===== config.mk =====
export PLATFORM = sky130hd
export DESIGN_NAME = umpc_top
export DESIGN_NICKNAME = d
export VERILOG_FILES = /design/src/rtl/umpc_pkg.sv /design/src/rtl/umpc_channel.sv /design/src/rtl/umpc_top.sv
export SDC_FILE = /design/constraint.sdc
export NUM_CORES = 1
export LEC_CHECK = 0
export ABC_AREA = 1
export BUFFER_PORTS_ARGS = -buffer_cell sky130_fd_sc_hd__buf_4
export CORE_MARGIN = 4
export CORE_UTILIZATION = 43
export CTS_CLUSTER_SIZE = 8
export DETAILED_ROUTE_END_ITERATION = 8
export REMOVE_ABC_BUFFERS = 1
export SYNTH_ARGS = -nofsm -noshare
export SYNTH_HDL_FRONTEND = slang
export SYNTH_SLANG_ARGS = --single-unit
export TNS_END_PERCENT = 5

===== constraint.sdc =====
create_clock -name clk -period 1.3 [get_ports clk]
set_clock_uncertainty 0.2 [all_clocks]
set_input_delay 0.065 -clock clk [delete_from_list [all_inputs] [get_ports clk]]
set_output_delay 0.065 -clock clk [all_outputs]
set_load 0.02 [all_outputs]

===== src/rtl/umpc_pkg.sv =====
// Package: shared constants and carrier types for the modem pin and host control block
package umpc_pkg;

    // ------------------------------------------------------------
    // Register indices within a channel (three low address bits)
    // ------------------------------------------------------------
    localparam logic [2:0] UMPC_IDX_IER = 3'h1;   // Interrupt enable
    localparam logic [2:0] UMPC_IDX_ISR = 3'h2;   // Interrupt status (read)
    localparam logic [2:0] UMPC_IDX_MCR = 3'h4;   // Modem control
    localparam logic [2:0] UMPC_IDX_MSR = 3'h6;   // Modem status
    localparam logic [2:0] UMPC_IDX_SPR = 3'h7;   // Scratch

    // ------------------------------------------------------------
    // Field positions
    // ------------------------------------------------------------
    localparam int UMPC_MCR_DTR_BIT  = 0;         // Terminal-ready control
    localparam int UMPC_MCR_OUT_BIT  = 3;         // User output control
    localparam int UMPC_MSR_DDSR_BIT = 1;         // Delta data-set-ready
    localparam int UMPC_MSR_DSR_BIT  = 5;         // Data-set-ready level
    localparam int UMPC_IER_MS_BIT   = 3;         // Modem status enable
    localparam int UMPC_IER_EXT_BIT  = 0;         // External source enable

    // ------------------------------------------------------------
    // Reset values
    // ------------------------------------------------------------
    localparam logic [7:0] UMPC_RST_REG  = 8'h00; // Registers clear
    localparam logic [7:0] UMPC_ISR_IDLE = 8'h01; // No interrupt pending
    localparam logic       UMPC_RST_PIN  = 1'b1;  // Active-low pins idle high
    localparam logic [7:0] UMPC_BUS_IDLE = 8'h00; // Read data when idle

    // ------------------------------------------------------------
    // Host access carrier
    // ------------------------------------------------------------
    typedef struct packed {
        logic       cs_n;   // Chip select, active low
        logic       chan;   // Channel select bit
        logic [2:0] addr;   // Register index
        logic       rd_wr;  // 1 = read, 0 = write
        logic [7:0] wdata;  // Write data
    } umpc_host_req_t;

    // Channel pin carrier
    typedef struct packed {
        logic terminal_ready_n;  // Terminal-ready pin
        logic user_out_n;        // User output pin
        logic tx_enable;         // Serial transmit enable
        logic rx_enable;         // Serial receive enable
    } umpc_chan_pins_t;

endpackage


===== src/rtl/umpc_channel.sv =====
// Module: one channel's register set, pin drivers and interrupt request
module umpc_channel
    import umpc_pkg::*;
(
    // Clock and reset
    input  wire logic            clk,
    input  wire logic            srst,
    // Register access, already decoded for this channel
    input  wire logic            wr_en,
    input  wire logic [2:0]      addr,
    input  wire logic [7:0]      wdata,
    output logic [7:0]           rdata,
    // Synchronised data-set-ready level, active low
    input  wire logic            dsr_n_sync,
    // External interrupt source from the serial datapath
    input  wire logic            ext_irq,
    // Pin outputs
    output umpc_chan_pins_t      pins,
    output logic                 irq
);

    logic [7:0] modem_control_reg;   // Host written modem control
    logic [7:0] ier;                 // Interrupt enable register
    logic [7:0] scratch;             // Scratch register
    logic       dsr_prev;            // Last sampled level for delta
    logic       ddsr;                // Sticky delta flag
    logic [7:0] modem_status_reg;    // Assembled status view

    // ------------------------------------------------------------
    // Host writes
    // ------------------------------------------------------------
    always_ff @(posedge clk) begin
        if (srst) begin
            modem_control_reg <= UMPC_RST_REG;
            ier               <= UMPC_RST_REG;
            scratch           <= UMPC_RST_REG;
        end else if (wr_en) begin
            case (addr)
                UMPC_IDX_MCR: modem_control_reg <= wdata;
                UMPC_IDX_IER: ier <= wdata;
                UMPC_IDX_SPR: scratch <= wdata;
                default: ;   // Other indices belong to the datapath
            endcase
        end
    end

    // ------------------------------------------------------------
    // Data-set-ready capture and delta flag
    // ------------------------------------------------------------
    // Delta stays set until reset; there is no clear path, so a polling
    // host must not expect the modem status interrupt to drop by itself
    always_ff @(posedge clk) begin
        if (srst) begin
            dsr_prev <= UMPC_RST_PIN;
            ddsr     <= 1'b0;
        end else begin
            dsr_prev <= dsr_n_sync;
            if (dsr_prev != dsr_n_sync) begin
                ddsr <= 1'b1;
            end
        end
    end

    always_comb begin
        modem_status_reg                    = UMPC_RST_REG;
        modem_status_reg[UMPC_MSR_DSR_BIT]  = ~dsr_prev;
        modem_status_reg[UMPC_MSR_DDSR_BIT] = ddsr;
    end

    // ------------------------------------------------------------
    // Read mux, registered
    // ------------------------------------------------------------
    always_ff @(posedge clk) begin
        if (srst) begin
            rdata <= UMPC_BUS_IDLE;
        end else begin
            case (addr)
                UMPC_IDX_IER: rdata <= ier;
                UMPC_IDX_ISR: rdata <= irq ? UMPC_RST_REG : UMPC_ISR_IDLE;
                UMPC_IDX_MCR: rdata <= modem_control_reg;
                UMPC_IDX_MSR: rdata <= modem_status_reg;
                UMPC_IDX_SPR: rdata <= scratch;
                default:      rdata <= UMPC_BUS_IDLE;
            endcase
        end
    end

    // ------------------------------------------------------------
    // Pins and interrupt, registered; interrupt gated by enables
    // ------------------------------------------------------------
    always_ff @(posedge clk) begin
        if (srst) begin
            pins.terminal_ready_n <= UMPC_RST_PIN;
            pins.user_out_n       <= UMPC_RST_PIN;
            pins.tx_enable        <= 1'b0;
            pins.rx_enable        <= 1'b0;
            irq                   <= 1'b0;
        end else begin
            pins.terminal_ready_n <= ~modem_control_reg[UMPC_MCR_DTR_BIT];
            pins.user_out_n       <= ~modem_control_reg[UMPC_MCR_OUT_BIT];
            pins.tx_enable        <= 1'b1;
            pins.rx_enable        <= 1'b1;
            irq <= (ier[UMPC_IER_MS_BIT] & ddsr) |
                   (ier[UMPC_IER_EXT_BIT] & ext_irq);
        end
    end

endmodule


===== src/rtl/umpc_top.sv =====
// Module: dual-channel modem pin, interrupt and host access block
module umpc_top
    import umpc_pkg::*;
(
    // Clock and reset
    input  wire logic       clk,
    input  wire logic       srst,
    // Host bus
    input  wire logic       cs_n,
    input  wire logic       channel_select_bit,
    input  wire logic [2:0] addr,
    input  wire logic       rd_wr,
    input  wire logic [7:0] data_in,
    output logic [7:0]      data_out,
    output logic            data_oe,
    // Modem inputs, asynchronous pins
    input  wire logic       data_set_ready_n_chan_a,
    input  wire logic       data_set_ready_n_chan_b,
    // Interrupt sources from the serial datapath
    input  wire logic       ext_irq_chan_a,
    input  wire logic       ext_irq_chan_b,
    // Modem and user outputs
    output logic            terminal_ready_n_chan_a,
    output logic            terminal_ready_n_chan_b,
    output logic            user_out_n_chan_a,
    output logic            user_out_n_chan_b,
    // Serial enables
    output logic            tx_enable_chan_a,
    output logic            tx_enable_chan_b,
    output logic            rx_enable_chan_a,
    output logic            rx_enable_chan_b,
    // Open-drain interrupt pin
    output logic            irq_n_out,
    output logic            irq_n_oe
);

    // ------------------------------------------------------------
    // Input synchronisers, first stage read only by second
    // ------------------------------------------------------------
    logic [1:0] dsr_meta;   // First stage
    logic [1:0] dsr_sync;   // Second stage

    always_ff @(posedge clk) begin
        if (srst) begin
            dsr_meta <= {2{UMPC_RST_PIN}};
            dsr_sync <= {2{UMPC_RST_PIN}};
        end else begin
            dsr_meta <= {data_set_ready_n_chan_b, data_set_ready_n_chan_a};
            dsr_sync <= dsr_meta;
        end
    end

    // ------------------------------------------------------------
    // Access decode
    // ------------------------------------------------------------
    umpc_host_req_t req;          // Bundled request
    logic [1:0]     wr_en;        // Per-channel write strobe
    logic [7:0]     rdata [2];    // Per-channel read data
    logic [1:0]     irq_ch;       // Per-channel request
    logic [1:0]     ext_irq;      // Datapath sources
    umpc_chan_pins_t pins [2];    // Per-channel pin state
    logic           sel_q;        // Channel select of the previous cycle

    assign req = '{cs_n: cs_n, chan: channel_select_bit, addr: addr,
                   rd_wr: rd_wr, wdata: data_in};
    assign ext_irq = {ext_irq_chan_b, ext_irq_chan_a};

    // Write to one channel only; cs_n must already be settled by the host
    assign wr_en[0] = !req.cs_n && !req.rd_wr && !req.chan;
    assign wr_en[1] = !req.cs_n && !req.rd_wr &&  req.chan;

    // ------------------------------------------------------------
    // Channel instances
    // ------------------------------------------------------------
    genvar g;
    generate
        for (g = 0; g < 2; g++) begin : gen_chan
            umpc_channel u_chan (
                .clk        (clk),
                .srst       (srst),
                .wr_en      (wr_en[g]),
                .addr       (req.addr),
                .wdata      (req.wdata),
                .rdata      (rdata[g]),
                .dsr_n_sync (dsr_sync[g]),
                .ext_irq    (ext_irq[g]),
                .pins       (pins[g]),
                .irq        (irq_ch[g])
            );
        end
    endgenerate

    // ------------------------------------------------------------
    // Read return; channel registered to match read data latency
    // ------------------------------------------------------------
    always_ff @(posedge clk) begin
        if (srst) begin
            sel_q   <= 1'b0;
            data_oe <= 1'b0;
        end else begin
            sel_q   <= req.chan;
            data_oe <= !req.cs_n && req.rd_wr;
        end
    end

    // Read data is already a flip-flop in each channel
    assign data_out = data_oe ? rdata[sel_q] : UMPC_BUS_IDLE;

    // ------------------------------------------------------------
    // Pins
    // ------------------------------------------------------------
    assign terminal_ready_n_chan_a = pins[0].terminal_ready_n;
    assign terminal_ready_n_chan_b = pins[1].terminal_ready_n;
    assign user_out_n_chan_a       = pins[0].user_out_n;
    assign user_out_n_chan_b       = pins[1].user_out_n;
    assign tx_enable_chan_a        = pins[0].tx_enable;
    assign tx_enable_chan_b        = pins[1].tx_enable;
    assign rx_enable_chan_a        = pins[0].rx_enable;
    assign rx_enable_chan_b        = pins[1].rx_enable;

    // Wired-OR of both channels; the pin is never driven high so an
    // external pull-up can share the line with other devices
    assign irq_n_oe  = |irq_ch;
    assign irq_n_out = 1'b0;

endmodule


# == After elaboration in Yosys (flattened, before gate mapping) ==
# Cells that the tools add are included.
# op_classes
magnitude_cmp,1
n_eq_ne,7
n_mux,10
bitwise,13
reduce_logical,14
# ops
op,n
$pmux W8 S5,2
$mux W8,4
$reduce_and A2 Y1,6
$eq A3 B3 Y1 const B,3
$not A1 Y1,6
$and A1 B1 Y1,4
$logic_and A1 B1 Y1,4
$mux W2,2
$eq A3 B1 Y1 const B,1
$eq A3 B2 Y1 const B,1
$logic_not A1 Y1,3
$ge A2 B2 Y1 const B,1
$mux W1,2
$ne A1 B1 Y1,2
$not A1 Y2,1
$or A1 B1 Y1,2
$reduce_or A2 Y1,1
# word_totals
register_bits,84
elab_cells,71

# == Logic depth before layout (Yosys ltp) ==
# logic_depth
depth_word,5
ltp_mapped,8

# == By module ==
# Synthesis repeated with hierarchy kept, for this count alone.
# hier_totals
cells_unflattened,505
area_unflattened_um2,3667.3
# modules_own_cells
mod,instances,cells_per_inst,area_per_inst_um2,seq_area_each_um2
umpc_channel,2,222,1641.6,760.7
umpc_top,1,61,384.1,120.1

# == Worst setup path before layout ==
# Ideal clock, no wire load.
# synth_path
path_kind,reg-to-output
startpoint,reg data_oe
endpoint,out data_out[0]
arrival_time_ns,0.928
t_required_ns,1.035
setup_slack_ns,0.107
stages_incl_launch_ff,3
path_buffers,0
cell_sequence,dfxtp_1 > o21ai_0 > nor2_1
# synth_via
elab_chain_cells,1
# synth_rtl
item,line,text
start: declaration,umpc_top.sv:15,"output logic data_oe,"
start signal: assignment,umpc_top.sv:102,data_oe <= !req.cs_n && req.rd_wr;
$mux W8,umpc_top.sv:107,assign data_out = data_oe ? rdata[sel_q] : UMPC_BUS_IDLE;
end: declaration,umpc_top.sv:14,"output logic [7:0] data_out,"
# No other way between the ends.

# == Worst setup path in the final report ==
# layout_path
startpoint,reg sel_q
endpoint,out data_out[2]
# layout_via
elab_chain_cells,5
# layout_rtl
item,line,text
start: declaration,umpc_top.sv:62,logic sel_q;
start signal: assignment,umpc_top.sv:101,sel_q <= req.chan;
$not A1 Y2 (implied by the code),umpc_top.sv:107,
$mux W8 (implied by the code) (3 in a row),umpc_top.sv:107,
$mux W8,umpc_top.sv:107,
# No other way between the ends. The select of a mux whose other input is x is not followed.

==> flow_summary.yaml <==
run_status:
  run_status: "finished, violations left"
  violations: "setup timing"
grt:
  via_count_of_the_first_global_routing_pass: 2826
  antenna_violations_before_repair: 0
  wire_length_of_the_first_global_routing_pass_um: 14050
  grt_max_degree: 56
  global_route.overflow_total: 0
  grt_util_all_layers: 0.1830
placed_design:
  routabilityCongestion: 0.8419
  dp_hpwl_um: 5735
  portBuffers: 37
  placedCellCount: 635
  placedInstanceArea_um2: 3936
floorplanning:
  coreArea_um2: 7807
  die_width_um: 98.09
  pin_count: 39
  die_area_um2: 9621
  start_util: 0.4470
  die_height_um: 98.09
  std_cell_rows: 32
timing:
  fmax_ghz: 0.7037
  setup_repair_after_global_routing_missed_its_margin: "true"
  period_share: 1.093
  post-route-min-period_ps: 1421
  final_max_slew_viol_count: 0
  hold_slack_ps: 23.94
  postLayoutSetupSlackWorst_ps: -121.0
  final_hold_viol_count: 0
  final-setup-viol-count: 8
route:
  vias: 3092
  drt_wl_total_um: 8358
  post_drt_via_cell_ratio: 4.643
  detail_route.drc_violations: 0
  drt_first_iter_violations: 143
  wl_met3_um: 367
  wl_per_cell_um: 12.55
  m1WireLength_um: 4084
  ant_nets: 0
  route.met2.wl_um: 3759
  first_pass_iteration_count_of_the_detailed_router: 4
  maxUsedRoutingLayer: "met4"
job:
  timing.max_cap.violations: 0
power:
  power-per-cell-area_nw_per_um2: 1101
  switchingPower_mw: 1.132
  p_int_mw: 3.616
  power_switching_share: 0.2384
  power.share.sequential: 0.536
  clkPwrFrac: 0.369
  pwr-share-comb: 0.095
  vdd.ir_drop.worst_mv: 0.6076
  p_leak_nw: 1.923
yosys:
  yosys.area_share.adder: 0
  yosys.area_share.simple: 0.4278
  synth_seq_area_share: 0.4647
  synth_seq_cells: 81
  mappedNetlistArea_um2: 3490
  fraction_of_the_mapped_netlist_area_in_compound_gates: 0.01721
  synth_cell_types: 23
  post_synth_mux_area_share: 0
  largest_family_of_logic_cells_by_synthesized_area: "simple AND/OR/NAND/NOR gates"
  yosys.area_share.xor_xnor: 0.005020
  synthesized_area_per_cell_um2: 6.910
  synthesis.yosys.warnings: 0
  postSynthCellCount: 505
cells_and_area:
  most-common-layout-cells: "sky130_fd_sc_hd__nor2_1, sky130_fd_sc_hd__nand2_1, sky130_fd_sc_hd__dfxtp_1"
  antenna_cells: 0
  final_area_um2: 4312
  area_growth_syn_to_layout_pct: 23.56
  share_of_cells_above_drive_strength_1: 0.1684
  final_nets: 581
  layout.cells.non_filler: 666
  layout.cells.most_common: "sky130_fd_sc_hd__nor2_1"
clocking:
  cts_sinks: 81
  number_of_levels_in_the_clock_h_tree: 3
  cts_tree: "built"
  root_buffer: "sky130_fd_sc_hd__clkbuf_8"
  clock_buffers_created_by_tritoncts: 9
  cts_max_path_buffers: 2
  clk-insertion-delay-late_ps: 350
  clk_pin_slew_worst_paths_ps: 70
hold_path:
  holdCritPathClass: "in -> reg"
setup_path:
  setup.worst_path.start_class: "register"
  timing.critical_path.fanout_max: 8
  cp_data_arrival_time_ps: 1160
  critPathCaptureType: "output pin"
  cp.required_ps: 1030
  critical_path_start_end_classification: "reg -> out"
  reg2reg_setup_slack_ps: 170
## final cells by class
class                           instances  area [um2]
Sequential cell                        81        1629
Clock inverter                          4       45.04
Fill cell                             798        3496
Multi-Input combinational cell        365        1585
Timing Repair Buffer                   70       659.4
Inverter                               34       127.6
Tap cell                              102       127.6
Clock buffer                           10       137.6
## power by group through the flow
stage | clock network (mW) | logic [mW] | registers, mW
after global routing | 1.90 | 0.499 | 2.55
final | 1.75 | 0.451 | 2.55
after global placement | 0 | 0.403 | 2.60
after detailed placement | 0 | 0.408 | 2.60
after CTS | 1.80 | 0.453 | 2.55
after floorplan | 0 | 0.196 | 2.61
## through the flow
stage	power (mW)	utilization	TNS [ps]	worst slack, ps
finish	4.748	0.5522	-834.8	-121.0
global route	4.951	0.5522	-1398	-194.4
CTS	4.800	0.5522	-1005	-144.2
detailed placement	3.012	0.5042	-2109	-94.32
global placement	3.006	0.5042	-512.5	-67.23
floorplan	2.805	-	0	107.4
## timing repair
action,4_1_cts,5_1_grt
hold buffers,17,0
buffers inserted,0,0
setup endpoints to repair,8,8
hold endpoints to repair,79,0
pin swaps,3,1
gates cloned,0,0
resized for setup,13,0
## final timing paths
path / startpoint / cells past startpoint / end
hold reg to reg: dsr_meta[1]$_SDFF_PP1_ / 1 / dsr_sync[1]$_SDFF_PP1_
hold / removal: addr[1] / 5 / gen_chan[0].u_chan.rdata[5]$_SDFF_PP0_
setup reg to reg: gen_chan[0].u_chan.dsr_prev$_SDFF_PP1_ / 5 / gen_chan[0].u_chan.rdata[5]$_SDFF_PP0_
setup / recovery: sel_q$_SDFF_PP0_ / 4 / data_out[2]
## Yosys cell counts, drive strengths merged
cell	number	area [um2]
nand3	38	207.7
clkbuf	3	11.26
nor2	165	676.9
nand4	10	62.56
nand2	130	503.0
dfxtp	81	1622
o21ai	10	50.05
conb	1	3.750
buf	22	155.1
inv	34	127.6
nor3	1	5.000
a21oi	2	10.01
xor2	2	17.52
or2	6	37.54
## kinds of logic after synthesis
kind of cell,after synthesis
DFF,81
xor gates and xnor gates,2
AOI/OAI and AO/OA,12
buffers and inverters,59
and+or+nand+nor,350
other,1
## critical path, cell delays in order, from the launching register on
cell and delay (ps):
sky130_fd_sc_hd__dfxtp_4 370, sky130_fd_sc_hd__inv_2 120, sky130_fd_sc_hd__nor2_1 60, sky130_fd_sc_hd__nor2_1 120, sky130_fd_sc_hd__buf_4 150
## layer usage
layer,up-vias,GRT usage
met5,-,0
met2,70,0.2801
met4,0,0.06816
li1,1649,-
met1,1362,0.2573
met3,11,0.03357
(Power assumes the default switching activity.)
